**config.mk**
```make
export PLATFORM = sky130hd
export DESIGN_NAME = esd_decoder
export DESIGN_NICKNAME = d
export VERILOG_FILES = /design/src/include/esd_pkg.sv /design/src/esd_adc_unit.sv /design/src/esd_decoder.sv
export SDC_FILE = /design/constraint.sdc
export NUM_CORES = 1
export LEC_CHECK = 0
export BUFFER_PORTS_ARGS = -buffer_cell sky130_fd_sc_hd__buf_2
export CELL_PAD_IN_SITES_DETAIL_PLACEMENT = 2
export CELL_PAD_IN_SITES_GLOBAL_PLACEMENT = 2
export CORE_MARGIN = 3
export CORE_UTILIZATION = 31
export CTS_CLUSTER_DIAMETER = 50
export DETAILED_ROUTE_END_ITERATION = 6
export HOLD_SLACK_MARGIN = 0.03
export PLACE_DENSITY_LB_ADDON = 0.25
export RECOVER_POWER = 25
export SKIP_CTS_REPAIR_TIMING = 1
export SLEW_MARGIN = 10
export SYNTH_ARGS = -nofsm -noshare
export SYNTH_HDL_FRONTEND = slang
export SYNTH_SLANG_ARGS = --single-unit
```
**constraint.sdc**
```tcl
create_clock -name SYS_CLK_IN -period 10.7 [get_ports SYS_CLK_IN]
set_input_delay 2.14 -clock SYS_CLK_IN [delete_from_list [all_inputs] [get_ports SYS_CLK_IN]]
set_output_delay 2.14 -clock SYS_CLK_IN [all_outputs]
set_load 0.1 [all_outputs]
```
**src/include/esd_pkg.sv**
```systemverilog
/*
  Constants, types and helpers for the extension space decoder.
  Assumes a 32-bit instruction word and a status word with flags in bits 31:28.
*/
// Functional notes
// - Load/store space: 27:25=000, bits 7,4 set
// - Exchange: 24:23=10, 21:20=00, 11:4=09
// - Exchange bit 22 picks byte, else word
// - Bit 20 set, subop 01: unsigned halfword load
// - Bit 20 set, subop 11: signed halfword load
// - Bit 20 set, subop 10: signed byte load
// - Bit 20 clear, subop 01: halfword store
// - Offset-form bit: register or split immediate offset
// - Index, up/down, writeback bits form the address
// - Other load/store space codes undefined on v4
// - Coprocessor space undefined on v4
// - 27:25=011 with bit 4 always undefined
// - Halfword store writes low 16 data bits
// - Checked misaligned halfword store raises alignment exception
// - Halfword store needs a passing condition
// - Abort leaves updated base in base register
// - Add-with-carry writes base plus operand plus carry
// - Flag update to PC restores saved status
// - Flag update sets negative, zero, carry
// - Flag update sets signed overflow
// - Bit 25 picks immediate or register operand
// - Undefined encodings raise undefined-instruction exception
////////////////////////////////////////////////////////////////////////////////
package esd_pkg;
  localparam int unsigned COND_LSB = 28;
  localparam int unsigned BIT_IMM = 25;
  localparam int unsigned BIT_PRE = 24;
  localparam int unsigned BIT_UP = 23;
  localparam int unsigned BIT_BYTE = 22;
  localparam int unsigned BIT_WB = 21;
  localparam int unsigned BIT_LOAD = 20;
  localparam int unsigned FLAG_N = 31;
  localparam int unsigned FLAG_Z = 30;
  localparam int unsigned FLAG_C = 29;
  localparam int unsigned FLAG_V = 28;
  localparam logic [2:0] LS_MAJOR = 3'h0;
  localparam logic [2:0] UNDEF_MAJOR = 3'h3;
  localparam logic [3:0] COPROC_MAJOR = 4'hc;
  localparam logic [1:0] XCHG_OP_HI = 2'h2;
  localparam logic [1:0] XCHG_OP_LO = 2'h0;
  localparam logic [7:0] XCHG_MID = 8'h09;
  localparam logic [1:0] SUB_HALF_U = 2'h1;
  localparam logic [1:0] SUB_BYTE_S = 2'h2;
  localparam logic [1:0] SUB_HALF_S = 2'h3;
  localparam logic [1:0] SUB_NONE = 2'h0;
  localparam logic [1:0] DP_MAJOR = 2'h0;
  localparam logic [3:0] ADC_OPC = 4'h5;
  localparam logic [3:0] PC_IDX = 4'hf;
  localparam logic [1:0] SIZE_BYTE = 2'h0;
  localparam logic [1:0] SIZE_HALF = 2'h1;
  localparam logic [1:0] SIZE_WORD = 2'h2;
  localparam logic [31:0] STATUS_RST = 32'h0000_0000;

  typedef enum logic [2:0] {
    CLS_NONE, CLS_XCHG, CLS_LOAD_HU, CLS_LOAD_HS, CLS_LOAD_BS, CLS_STORE_H, CLS_ADC, CLS_UNDEF
  } esd_class_t;

  // Condition check against N, Z, C, V; code 15 never passes
  function automatic logic cond_pass(input logic [3:0] cond, input logic [3:0] nzcv);
    logic n, z, c, v;
    n = nzcv[3];
    z = nzcv[2];
    c = nzcv[1];
    v = nzcv[0];
    unique case (cond)
      4'h0: cond_pass = z;
      4'h1: cond_pass = !z;
      4'h2: cond_pass = c;
      4'h3: cond_pass = !c;
      4'h4: cond_pass = n;
      4'h5: cond_pass = !n;
      4'h6: cond_pass = v;
      4'h7: cond_pass = !v;
      4'h8: cond_pass = c && !z;
      4'h9: cond_pass = !c || z;
      4'ha: cond_pass = n == v;
      4'hb: cond_pass = n != v;
      4'hc: cond_pass = !z && (n == v);
      4'hd: cond_pass = z || (n != v);
      4'he: cond_pass = 1'b1;
      4'hf: cond_pass = 1'b0;
    endcase
  endfunction

  function automatic logic [31:0] ror32(input logic [31:0] val, input logic [4:0] amt);
    ror32 = (val >> amt) | (val << (6'h20 - {1'b0, amt}));
  endfunction
endpackage

```
**src/esd_adc_unit.sv**
```systemverilog
/*
  Three-input adder for add-with-carry with its flag results.
  Purely combinational; the caller registers everything it uses.
*/
`timescale 1ns/1ns
`default_nettype none
module esd_adc_unit (
  input wire logic [31:0] base_in,
  input wire logic [31:0] operand_in,
  input wire logic carry_in,
  output logic [31:0] sum_out,
  output logic neg_out,
  output logic zero_out,
  output logic carry_out,
  output logic ovf_out
);
  logic [32:0] wide;

  always_comb begin
    wide = {1'b0, base_in} + {1'b0, operand_in} + {32'h0, carry_in};
    sum_out = wide[31:0];
    neg_out = wide[31];
    zero_out = wide[31:0] == 32'h0;
    carry_out = wide[32];
    // Overflow when both inputs agree in sign and the result does not
    ovf_out = (base_in[31] == operand_in[31]) && (wide[31] != base_in[31]);
  end
endmodule
`default_nettype wire

```
**src/esd_decoder.sv**
```systemverilog
/*
  Extension space decoder and executor: exchange, halfword and signed-byte
  transfers, halfword store, add-with-carry, undefined detection.
  Assumes register values are read by the pipeline in the decode cycle and
  that OFFSET_VAL_IN already carries any shift on the register operand.
*/
`timescale 1ns/1ns
`default_nettype none
module esd_decoder
  import esd_pkg::*;
(
  input wire logic SYS_CLK_IN,
  input wire logic SRST_IN,
  input wire logic INSTR_VALID_IN,
  input wire logic [31:0] INSTR_IN,
  input wire logic ARCH_V4_IN,
  input wire logic SYSCTL_PRESENT_IN,
  input wire logic ALIGN_CHECK_EN_IN,
  input wire logic [31:0] BASE_VAL_IN,
  input wire logic [31:0] DATA_VAL_IN,
  input wire logic [31:0] OFFSET_VAL_IN,
  input wire logic [31:0] SAVED_STATUS_IN,
  output logic [2:0] CLASS_OUT,
  output logic UNDEF_EXC_OUT,
  output logic ALIGN_EXC_OUT,
  output logic MEM_REQ_OUT,
  output logic MEM_WRITE_OUT,
  output logic XCHG_OUT,
  output logic MEM_SIGNED_OUT,
  output logic [1:0] MEM_SIZE_OUT,
  output logic [31:0] MEM_ADDR_OUT,
  output logic [31:0] MEM_WDATA_OUT,
  output logic [3:0] LOAD_REG_OUT,
  output logic BASE_WB_OUT,
  output logic [3:0] BASE_REG_OUT,
  output logic [31:0] BASE_WB_VAL_OUT,
  output logic RD_WE_OUT,
  output logic [3:0] RD_IDX_OUT,
  output logic [31:0] RD_WDATA_OUT,
  output logic [31:0] STATUS_OUT
);

  ////////////////////////////////////////////////////////////////////////////
  // Field extraction and classification
  logic [3:0] cond_f;
  logic [3:0] base_f;
  logic [3:0] targ_f;
  logic [3:0] hoff_f;
  logic [3:0] offr_f;
  logic [1:0] subop_f;
  logic in_ls_space;
  logic in_cp_space;
  logic in_undef_space;
  logic is_xchg;
  logic is_ld_hu;
  logic is_ld_hs;
  logic is_ld_bs;
  logic is_st_h;
  logic ls_other;
  logic is_adc;
  logic undef_hit;
  logic pass;
  logic exec;
  esd_class_t cls;

  logic [31:0] status_r;
  logic [31:0] status_nxt;

  always_comb begin
    cond_f = INSTR_IN[31:COND_LSB];
    base_f = INSTR_IN[19:16];
    targ_f = INSTR_IN[15:12];
    hoff_f = INSTR_IN[11:8];
    offr_f = INSTR_IN[3:0];
    subop_f = INSTR_IN[6:5];
    in_ls_space = (INSTR_IN[27:25] == LS_MAJOR) && INSTR_IN[7] && INSTR_IN[4]
      && !(!INSTR_IN[BIT_PRE] && (subop_f == SUB_NONE));
    is_xchg = in_ls_space && (INSTR_IN[24:23] == XCHG_OP_HI)
      && (INSTR_IN[21:20] == XCHG_OP_LO) && (INSTR_IN[11:4] == XCHG_MID);
    is_ld_hu = in_ls_space && INSTR_IN[BIT_LOAD] && (subop_f == SUB_HALF_U);
    is_ld_hs = in_ls_space && INSTR_IN[BIT_LOAD] && (subop_f == SUB_HALF_S);
    is_ld_bs = in_ls_space && INSTR_IN[BIT_LOAD] && (subop_f == SUB_BYTE_S);
    is_st_h = in_ls_space && !INSTR_IN[BIT_LOAD] && (subop_f == SUB_HALF_U);
    ls_other = in_ls_space && !(is_xchg || is_ld_hu || is_ld_hs || is_ld_bs || is_st_h);
    in_cp_space = (INSTR_IN[27:24] == COPROC_MAJOR) && !INSTR_IN[BIT_WB];
    in_undef_space = (INSTR_IN[27:25] == UNDEF_MAJOR) && INSTR_IN[4];
    // Before v4 these encodings have no behaviour; they are quietly dropped
    undef_hit = in_undef_space
      || (ARCH_V4_IN && ls_other)
      || (ARCH_V4_IN && in_cp_space);
    is_adc = (INSTR_IN[27:26] == DP_MAJOR) && (INSTR_IN[24:21] == ADC_OPC)
      && !(!INSTR_IN[BIT_IMM] && INSTR_IN[7] && INSTR_IN[4]);
    pass = cond_pass(cond_f, status_r[31:28]);
    exec = INSTR_VALID_IN && pass && !undef_hit;
    // Decided in the same cycle the word is presented
    if (undef_hit) begin
      cls = CLS_UNDEF;
    end else if (is_xchg) begin
      cls = CLS_XCHG;
    end else if (is_ld_hu) begin
      cls = CLS_LOAD_HU;
    end else if (is_ld_hs) begin
      cls = CLS_LOAD_HS;
    end else if (is_ld_bs) begin
      cls = CLS_LOAD_BS;
    end else if (is_st_h) begin
      cls = CLS_STORE_H;
    end else if (is_adc) begin
      cls = CLS_ADC;
    end else begin
      cls = CLS_NONE;
    end
  end

  ////////////////////////////////////////////////////////////////////////////
  // Operands and addressing
  logic [31:0] shifter_op;
  logic [31:0] hw_offset;
  logic [31:0] offs_addr;
  logic [31:0] xfer_addr;
  logic wb_req;
  logic [31:0] adc_sum;
  logic adc_n;
  logic adc_z;
  logic adc_c;
  logic adc_v;

  always_comb begin
    shifter_op = INSTR_IN[BIT_IMM]
      ? ror32({24'h0, INSTR_IN[7:0]}, {INSTR_IN[11:8], 1'b0})
      : OFFSET_VAL_IN;
    hw_offset = INSTR_IN[BIT_BYTE] ? {24'h0, hoff_f, offr_f} : OFFSET_VAL_IN;
    offs_addr = INSTR_IN[BIT_UP] ? BASE_VAL_IN + hw_offset : BASE_VAL_IN - hw_offset;
    xfer_addr = INSTR_IN[BIT_PRE] ? offs_addr : BASE_VAL_IN;
    wb_req = !INSTR_IN[BIT_PRE] || INSTR_IN[BIT_WB];
  end

  esd_adc_unit u_adc (
    .base_in(BASE_VAL_IN),
    .operand_in(shifter_op),
    .carry_in(status_r[FLAG_C]),
    .sum_out(adc_sum),
    .neg_out(adc_n),
    .zero_out(adc_z),
    .carry_out(adc_c),
    .ovf_out(adc_v)
  );

  ////////////////////////////////////////////////////////////////////////////
  // Next-state computation
  logic [2:0] class_r, class_nxt;
  logic undef_r, undef_nxt;
  logic align_r, align_nxt;
  logic req_r, req_nxt;
  logic write_r, write_nxt;
  logic xchg_r, xchg_nxt;
  logic signed_r, signed_nxt;
  logic [1:0] size_r, size_nxt;
  logic [31:0] addr_r, addr_nxt;
  logic [31:0] wdata_r, wdata_nxt;
  logic [3:0] load_reg_r, load_reg_nxt;
  logic wb_r, wb_nxt;
  logic [3:0] base_reg_r, base_reg_nxt;
  logic [31:0] wb_val_r, wb_val_nxt;
  logic rd_we_r, rd_we_nxt;
  logic [3:0] rd_idx_r, rd_idx_nxt;
  logic [31:0] rd_data_r, rd_data_nxt;
  logic misalign_trap;

  always_comb begin
    class_nxt = INSTR_VALID_IN ? cls : CLS_NONE;
    undef_nxt = INSTR_VALID_IN && undef_hit;
    req_nxt = 1'b0;
    write_nxt = 1'b0;
    xchg_nxt = 1'b0;
    signed_nxt = 1'b0;
    size_nxt = SIZE_WORD;
    addr_nxt = addr_r;
    wdata_nxt = wdata_r;
    load_reg_nxt = targ_f;
    wb_nxt = 1'b0;
    base_reg_nxt = base_f;
    wb_val_nxt = offs_addr;
    rd_we_nxt = 1'b0;
    rd_idx_nxt = targ_f;
    rd_data_nxt = rd_data_r;
    status_nxt = status_r;
    misalign_trap = SYSCTL_PRESENT_IN && ALIGN_CHECK_EN_IN && xfer_addr[0];
    align_nxt = exec && is_st_h && misalign_trap;
    if (exec && is_xchg) begin
      req_nxt = 1'b1;
      xchg_nxt = 1'b1;
      addr_nxt = BASE_VAL_IN;
      wdata_nxt = OFFSET_VAL_IN;
      size_nxt = INSTR_IN[BIT_BYTE] ? SIZE_BYTE : SIZE_WORD;
    end else if (exec && (is_ld_hu || is_ld_hs || is_ld_bs)) begin
      req_nxt = 1'b1;
      addr_nxt = xfer_addr;
      signed_nxt = !is_ld_hu;
      size_nxt = is_ld_bs ? SIZE_BYTE : SIZE_HALF;
      wb_nxt = wb_req;
    end else if (exec && is_st_h && !misalign_trap) begin
      req_nxt = 1'b1;
      write_nxt = 1'b1;
      size_nxt = SIZE_HALF;
      addr_nxt = xfer_addr;
      // Unchecked misaligned stores still go out; the result is unpredictable
      wdata_nxt = {16'h0, DATA_VAL_IN[15:0]};
      // Base update goes out with the request, so an abort leaves it updated
      wb_nxt = wb_req;
    end else if (exec && is_adc) begin
      rd_we_nxt = 1'b1;
      rd_data_nxt = adc_sum;
      if (INSTR_IN[BIT_LOAD] && (targ_f == PC_IDX)) begin
        status_nxt = SAVED_STATUS_IN;
      end else if (INSTR_IN[BIT_LOAD]) begin
        status_nxt[FLAG_N] = adc_n;
        status_nxt[FLAG_Z] = adc_z;
        status_nxt[FLAG_C] = adc_c;
        status_nxt[FLAG_V] = adc_v;
      end
    end
  end

  ////////////////////////////////////////////////////////////////////////////
  // State registers
  always_ff @(posedge SYS_CLK_IN) begin
    if (SRST_IN) begin
      class_r <= CLS_NONE;
      undef_r <= 1'b0;
      align_r <= 1'b0;
      req_r <= 1'b0;
      write_r <= 1'b0;
      xchg_r <= 1'b0;
      signed_r <= 1'b0;
      size_r <= SIZE_WORD;
      addr_r <= 32'h0;
      wdata_r <= 32'h0;
      load_reg_r <= 4'h0;
      wb_r <= 1'b0;
      base_reg_r <= 4'h0;
      wb_val_r <= 32'h0;
      rd_we_r <= 1'b0;
      rd_idx_r <= 4'h0;
      rd_data_r <= 32'h0;
      status_r <= STATUS_RST;
    end else begin
      class_r <= class_nxt;
      undef_r <= undef_nxt;
      align_r <= align_nxt;
      req_r <= req_nxt;
      write_r <= write_nxt;
      xchg_r <= xchg_nxt;
      signed_r <= signed_nxt;
      size_r <= size_nxt;
      addr_r <= addr_nxt;
      wdata_r <= wdata_nxt;
      load_reg_r <= load_reg_nxt;
      wb_r <= wb_nxt;
      base_reg_r <= base_reg_nxt;
      wb_val_r <= wb_val_nxt;
      rd_we_r <= rd_we_nxt;
      rd_idx_r <= rd_idx_nxt;
      rd_data_r <= rd_data_nxt;
      status_r <= status_nxt;
    end
  end

  always_comb begin
    CLASS_OUT = class_r;
    UNDEF_EXC_OUT = undef_r;
    ALIGN_EXC_OUT = align_r;
    MEM_REQ_OUT = req_r;
    MEM_WRITE_OUT = write_r;
    XCHG_OUT = xchg_r;
    MEM_SIGNED_OUT = signed_r;
    MEM_SIZE_OUT = size_r;
    MEM_ADDR_OUT = addr_r;
    MEM_WDATA_OUT = wdata_r;
    LOAD_REG_OUT = load_reg_r;
    BASE_WB_OUT = wb_r;
    BASE_REG_OUT = base_reg_r;
    BASE_WB_VAL_OUT = wb_val_r;
    RD_WE_OUT = rd_we_r;
    RD_IDX_OUT = rd_idx_r;
    RD_WDATA_OUT = rd_data_r;
    STATUS_OUT = status_r;
  end
endmodule
`default_nettype wire

```
Word level (Yosys, flattened, before mapping)
Cells that the tools add are included.
- $add $sub $neg: 5
- multipliers: 0
- div/mod/pow operators: 0
- order comparisons: 0
- equal/unequal tests: 29
- shift-type cells: 2
- multiplexer cells: 32
- bitwise gates (word level): 5
- reduce and logical (&&, ||, !) cells: 80
- operator list (operator ; count):
    2-to-1 mux 32 bit ; 10
    == test 4 bit (second input constant) ; 10
    logical AND 1 bit ; 37
    adder 32 x 32 -> 33 bit ; 1
    adder 33 x 1 -> 33 bit ; 1
    adder 32 bit ; 1
    zero test 32 bit ; 1
    OR 32 bit ; 1
    << shifter 8 x 6 -> 32 bit ; 1
    >> shifter 8 x 5 -> 32 bit ; 1
    subtractor 32 bit ; 1
    2-to-1 mux 3 bit ; 7
    == test 4 x 3 -> 1 bit (second input constant) ; 5
    one-hot mux 1 bit (16 select lines) ; 1
    zero test 1 bit ; 14
    logical OR 1 bit ; 11
    AND reduction 5 bit ; 2
    == test 4 x 2 -> 1 bit (second input constant) ; 2
    == test 8 x 4 -> 1 bit (second input constant) ; 1
    2-to-1 mux 1 bit ; 8
    2-to-1 mux 2 bit ; 4
    2-to-1 mux 4 bit ; 2
    == test 2 bit (second input constant) ; 3
    zero test 2 bit ; 3
    other kinds (17) ; 25
- flip-flop bits (word level): 181
- bits in latches: 0
- RAM bits: 0
- ROM bits: 0
- input bits: 166
- output and inout port bits: 185
- word-level logic and storage cells: 171
- memories kept: 0

Depth between registers and ports, before layout
- depth in word-level cells: 23
- gate-level depth with buffers: 24

By module
Synthesis repeated with hierarchy kept, for this count alone.
- cells, all modules: 1603
- area, all modules: 12243.0 sq um
- modules (own cells, without submodules) (module ; instances ; cells an instance ; area each (sq um) ; sequential area each (sq um)):
    esd_decoder ; 1 ; 1327 ; 10344.9 ; 3623.5
    esd_adc_unit ; 1 ; 276 ; 1898.1 ; 0.0

Least setup slack after synthesis
OpenSTA, ideal clock, no wires.
- path type: in2reg
- start: input port INSTR_IN[22]
- end: register addr_r[23] (netlist: MEM_ADDR_OUT[23])
- library setup time: 0.134 ns
- data arrival time: 6.684 ns
- data required time: 10.566 ns
- slack: 3.882 ns
- stages on the path: 22
- cell sequence: clkbuf_1 clkbuf_1 buf_1 clkbuf_1 mux2i_1 ha_1 nand3b_1 nor2_1 o21a_1 nor2_1 nor2_1 nor2_1 ha_1 a21oi_1 nor2_1 a2111o_1 o2111ai_1 a21boi_1 o21a_1 or3_1 a31oi_1 a211oi_1
- longest elaborated chain between the ends: 8
- ends and longest elaborated chain (what ; RTL line ; RTL):
    from (decl) ; esd_decoder.sv:15 ; input wire logic [31:0] INSTR_IN,
    2-to-1 mux 32 bit * ; esd_decoder.sv:132 ; hw_offset = INSTR_IN[BIT_BYTE] ? {24'h0, hoff_f, offr_f} : OFFSET_VAL_IN;
    subtractor 32 bit / adder 32 bit (equally long branches) ; esd_decoder.sv:133 ; offs_addr = INSTR_IN[BIT_UP] ? BASE_VAL_IN + hw_offset : BASE_VAL_IN - hw_offset;
    2-to-1 mux 32 bit * ; esd_decoder.sv:133 ;
    2-to-1 mux 32 bit * ; esd_decoder.sv:134 ; xfer_addr = INSTR_IN[BIT_PRE] ? offs_addr : BASE_VAL_IN;
    logical AND 1 bit ; esd_decoder.sv:188 ; misalign_trap = SYSCTL_PRESENT_IN && ALIGN_CHECK_EN_IN && xfer_addr[0];
    zero test 1 bit ; esd_decoder.sv:202 ; end else if (exec && is_st_h && !misalign_trap) begin
    logical AND 1 bit ; esd_decoder.sv:202 ;
    nonzero test 3 bit (no line) ; - ;
    to (signal assigned) ; esd_decoder.sv:256 ; addr_r <= addr_nxt;
    to (decl) ; esd_decoder.sv:159 ; logic [31:0] addr_r, addr_nxt;
Mark *: on every way between the ends. The rest lies on a longest branch, timed or not. The select of a mux whose other input is x is not followed.
A chain may end at the register's enable or synchronous reset.

Final worst setup path
- start: input port INSTR_IN[8]
- end: register status_r[30] (netlist: STATUS_OUT[30])
- longest elaborated chain between the ends: 17
- ends and longest elaborated chain (what ; RTL line ; RTL):
    parallel branches: the longest is 17 deep, another holds adder 32 x 32 -> 33 bit ; - ;
    to (signal assigned) ; esd_decoder.sv:265 ; status_r <= status_nxt;
    to (decl) ; esd_decoder.sv:66 ; logic [31:0] status_r;
Parallel ways; which one is timed is not known. The select of a mux whose other input is x is not followed.

==> impl_metrics.py <==
metrics = {
    "logic_synthesis": {
        "ys_seq_area_share_pct": 30.3,
        "synthXorXnorAreaFrac_pct": 5.34,
        "synth_cell_types": 87,
        "syn_inst": 1587,
        "synth_enable_flop_cells": 0,
        "avgSynthCellArea_um2": 7.55,
        "yosys.area_share.adder_pct": 7.19,
        "synth-main-ff-cell": "dfxtp_1",
        "synth-simple-area-share_pct": 22.8,
        "ys_seq_elements": 181,
        "syn-cell-area_um2": 12000,
        "syn-num-nets": 1820,
        "yosys_warnings": 0,
        "synth_top_family_by_area": "compound AO/OA/AOI/OAI gates",
        "async_flop_share_pct": 0,
        "muxShareOfSynthArea_pct": 3.05,
        "synth_compound_gate_area_share_pct": 26.8,
    },
    "sta": {
        "finalSetupViolCount": 0,
        "setup-tns-final_ps": 0,
        "fmax_mhz": 142,
        "drv_slew": 92,
        "max_slew_margin_pct": -59.0,
        "rsz0062_at_grt": "false",
        "tightest_slew_ps": 2380,
        "finalCriticalPeriod_ps": 7050,
        "hold_violations": 0,
        "hold_ws_ps": 461,
        "period_share_pct": 65.9,
        "fin_skew_ps": 14.5,
        "fin_ws_ps": 3650,
    },
    "drt": {
        "firstDrtPassIters": 5,
        "wirelength_um": 52100,
        "drc_errors": 0,
        "dr_total_vias": 12970,
        "drt-vias-per-instance": 5.45,
        "first_iter_violations": 621,
        "routedWlPerCell_um": 21.9,
        "ant_nets": 0,
    },
    "critical_path": {
        "worstSetupPathType": "primary input to register",
        "critPathLaunchType": "primary input",
        "critPathMaxFanout": 20,
        "crit_start": "INSTR_IN[8]",
        "cp.required_ps": 11100,
        "timing.rr.start": "STATUS_OUT[29]",
        "cp-end-kind": "register",
        "slowest_stage": "xor2_1",
        "crit_path_cell_trace": "buf_2 -> inv_1 -> ha_1 -> xor2_1 -> o21ai_0 -> nand3_1 -> o21ai_0 -> ha_1 -> nand2_1 -> nor4_1 -> a211oi_2 -> o21ai_2 -> o31ai_4 -> xnor2_1 -> or4_1 -> nor4_1 -> a41o_1",
        "slowest_delay_ps": 740,
        "crit_arrival_ps": 7460,
    },
    "floorplanning": {
        "start_util_pct": 31.7,
        "dieArea_um2": 41000,
        "die_w_um": 203,
        "pin_count": 351,
        "die_y_um": 203,
        "row_count": 71,
        "core_um2": 37800,
    },
    "power_and_ir_drop": {
        "ir_drop_v": 0.000113,
        "p_leak_uw": 0.00614,
        "power_per_cell_area_nw_per_um2": 148,
    },
    "global_routing": {
        "track_usage_pct": 24.8,
        "grt_pass1_vias": 13888,
        "antenna_found_initial": 4,
        "grt_max_degree": 63,
        "grt_overflow": 0,
        "grt_pass1_wl_um": 80900,
    },
    "flow_run": {
        "max_cap_viol_count": 2,
    },
    "clock_network": {
        "cts_tree": "yes",
        "root_buffer": "clkbuf_16",
        "clock_path_buffers": 2,
        "clock_latency_ps": 470,
        "cts_sinks": 181,
        "htree_levels": 4,
        "cts_buffers": 17,
        "cts.reportedPaths.clkPinSlew_ps": 70,
    },
    "layout": {
        "drive_gt1_share_pct": 17.3,
        "layout_commonest_cell": "buf_2",
        "final_cell_mix": "buf_2, nand2_1, nor2_1, dfxtp_1, a21oi_1",
        "nNetsFinal": 2089,
        "syn2layout_area_growth_pct": 20.5,
        "final_cells": 2382,
    },
    "placement": {
        "dpl.cell_count": 2348,
        "gp_congestion": 0.897,
        "pre_cts_ws_ps": 3210,
        "portBuffers": 334,
        "dp_hpwl_um": 41000,
    },
    "hold_path": {
        "hold_path.class": "register to register",
        "min_from": "STATUS_OUT[17]",
    },
    "run_status": {
        "violations": "capacitance limit, slew limit",
        "status": "finished, violations left",
    },
}
flip-flops by register name, indices dropped and copies added, names as in the netlist:
name             cells
RD_WDATA_OUT        32
MEM_REQ_OUT          1
UNDEF_EXC_OUT        1
MEM_WRITE_OUT        1
STATUS_OUT          32
RD_WE_OUT            1
BASE_WB_OUT          1
MEM_WDATA_OUT       32
XCHG_OUT             1
MEM_SIZE_OUT         2
RD_IDX_OUT           4
BASE_REG_OUT         4
ALIGN_EXC_OUT        1
MEM_SIGNED_OUT       1
BASE_WB_VAL_OUT     32
CLASS_OUT            3
MEM_ADDR_OUT        32
metrics by stage:
stage / util [%] / area, um2 / power [uW]
final: 38.1 / 14400 / 2140
after global routing: 38.1 / 14400 / 2250
after CTS: 38.4 / 14500 / 2160
after detailed placement: 36.9 / 14000 / 1510
after global placement: 36.9 / 14000 / 1490
after floorplan: - / 12000 / 1300
worst paths after layout:
check	endpoint	slack (ps)	cells past startpoint
max	STATUS_OUT[30]	3650	17
min	STATUS_OUT[17]	460	2
max reg2reg	STATUS_OUT[30]	7010	12
min reg2reg	STATUS_OUT[17]	460	2
kinds of logic (layout without fill, tap and decap cells):
logic type	after synthesis	in the layout
AO/OA/AOI/OAI	503	503
multiplexers	36	36
adder cells (fa/ha/maj)	67	67
buffers and inverters	132	413
XOR/XNOR	73	73
flip-flops	181	181
other	0	3
AND/OR/NAND/NOR	595	595
layer usage:
layer	routed length, um	part of all wire (%)	global-route usage (%)
met5	0	0	0
met4	886	1.7	6.34
met3	1840	3.5	3.85
met2	25200	48	42.7
met1	24200	46	32.6
layout make-up:
class | instances | area (um2)
well taps | 511 | 639
inverters | 40 | 150
diodes | 3 | 7.51
fillers | 4614 | 23400
multi-input cells | 1274 | 7820
clock inverters | 14 | 148
clock buffers | 17 | 425
flip-flops and latches | 181 | 3620
repair buffers | 342 | 1620
worst max-delay path, delay by kind of cell:
| kind | cells | cell delay (ps) |
|---|---|---|
| simple gates | 5 | 1770 |
| compound gates | 6 | 1190 |
| xor+xnor | 2 | 910 |
| fa+ha+maj | 2 | 860 |
| buf+inv | 2 | 580 |
synthesized netlist by cell type, types with 18 or more instances:
master	number	area, um2
nand2_1	207	777
nor2_1	188	706
dfxtp_1	181	3620
a21oi_1	175	876
o21ai_0	79	395
clkbuf_1	65	244
ha_1	64	801
a211oi_1	47	353
xnor2_1	46	403
inv_1	39	146
nand3_1	39	195
nor3_1	34	170
mux2i_1	32	320
nor2b_1	29	181
xor2_1	27	236
a31oi_1	23	144
a21o_1	20	150
o21ai_1	18	90.1
power by group:
| group | total, uW | switching [uW] | internal [uW] |
|---|---|---|---|
| combinational | 785 | 572 | 212 |
| clock | 645 | 318 | 327 |
| sequential | 708 | 8.55 | 699 |
Power figures use the tool's default switching activity.
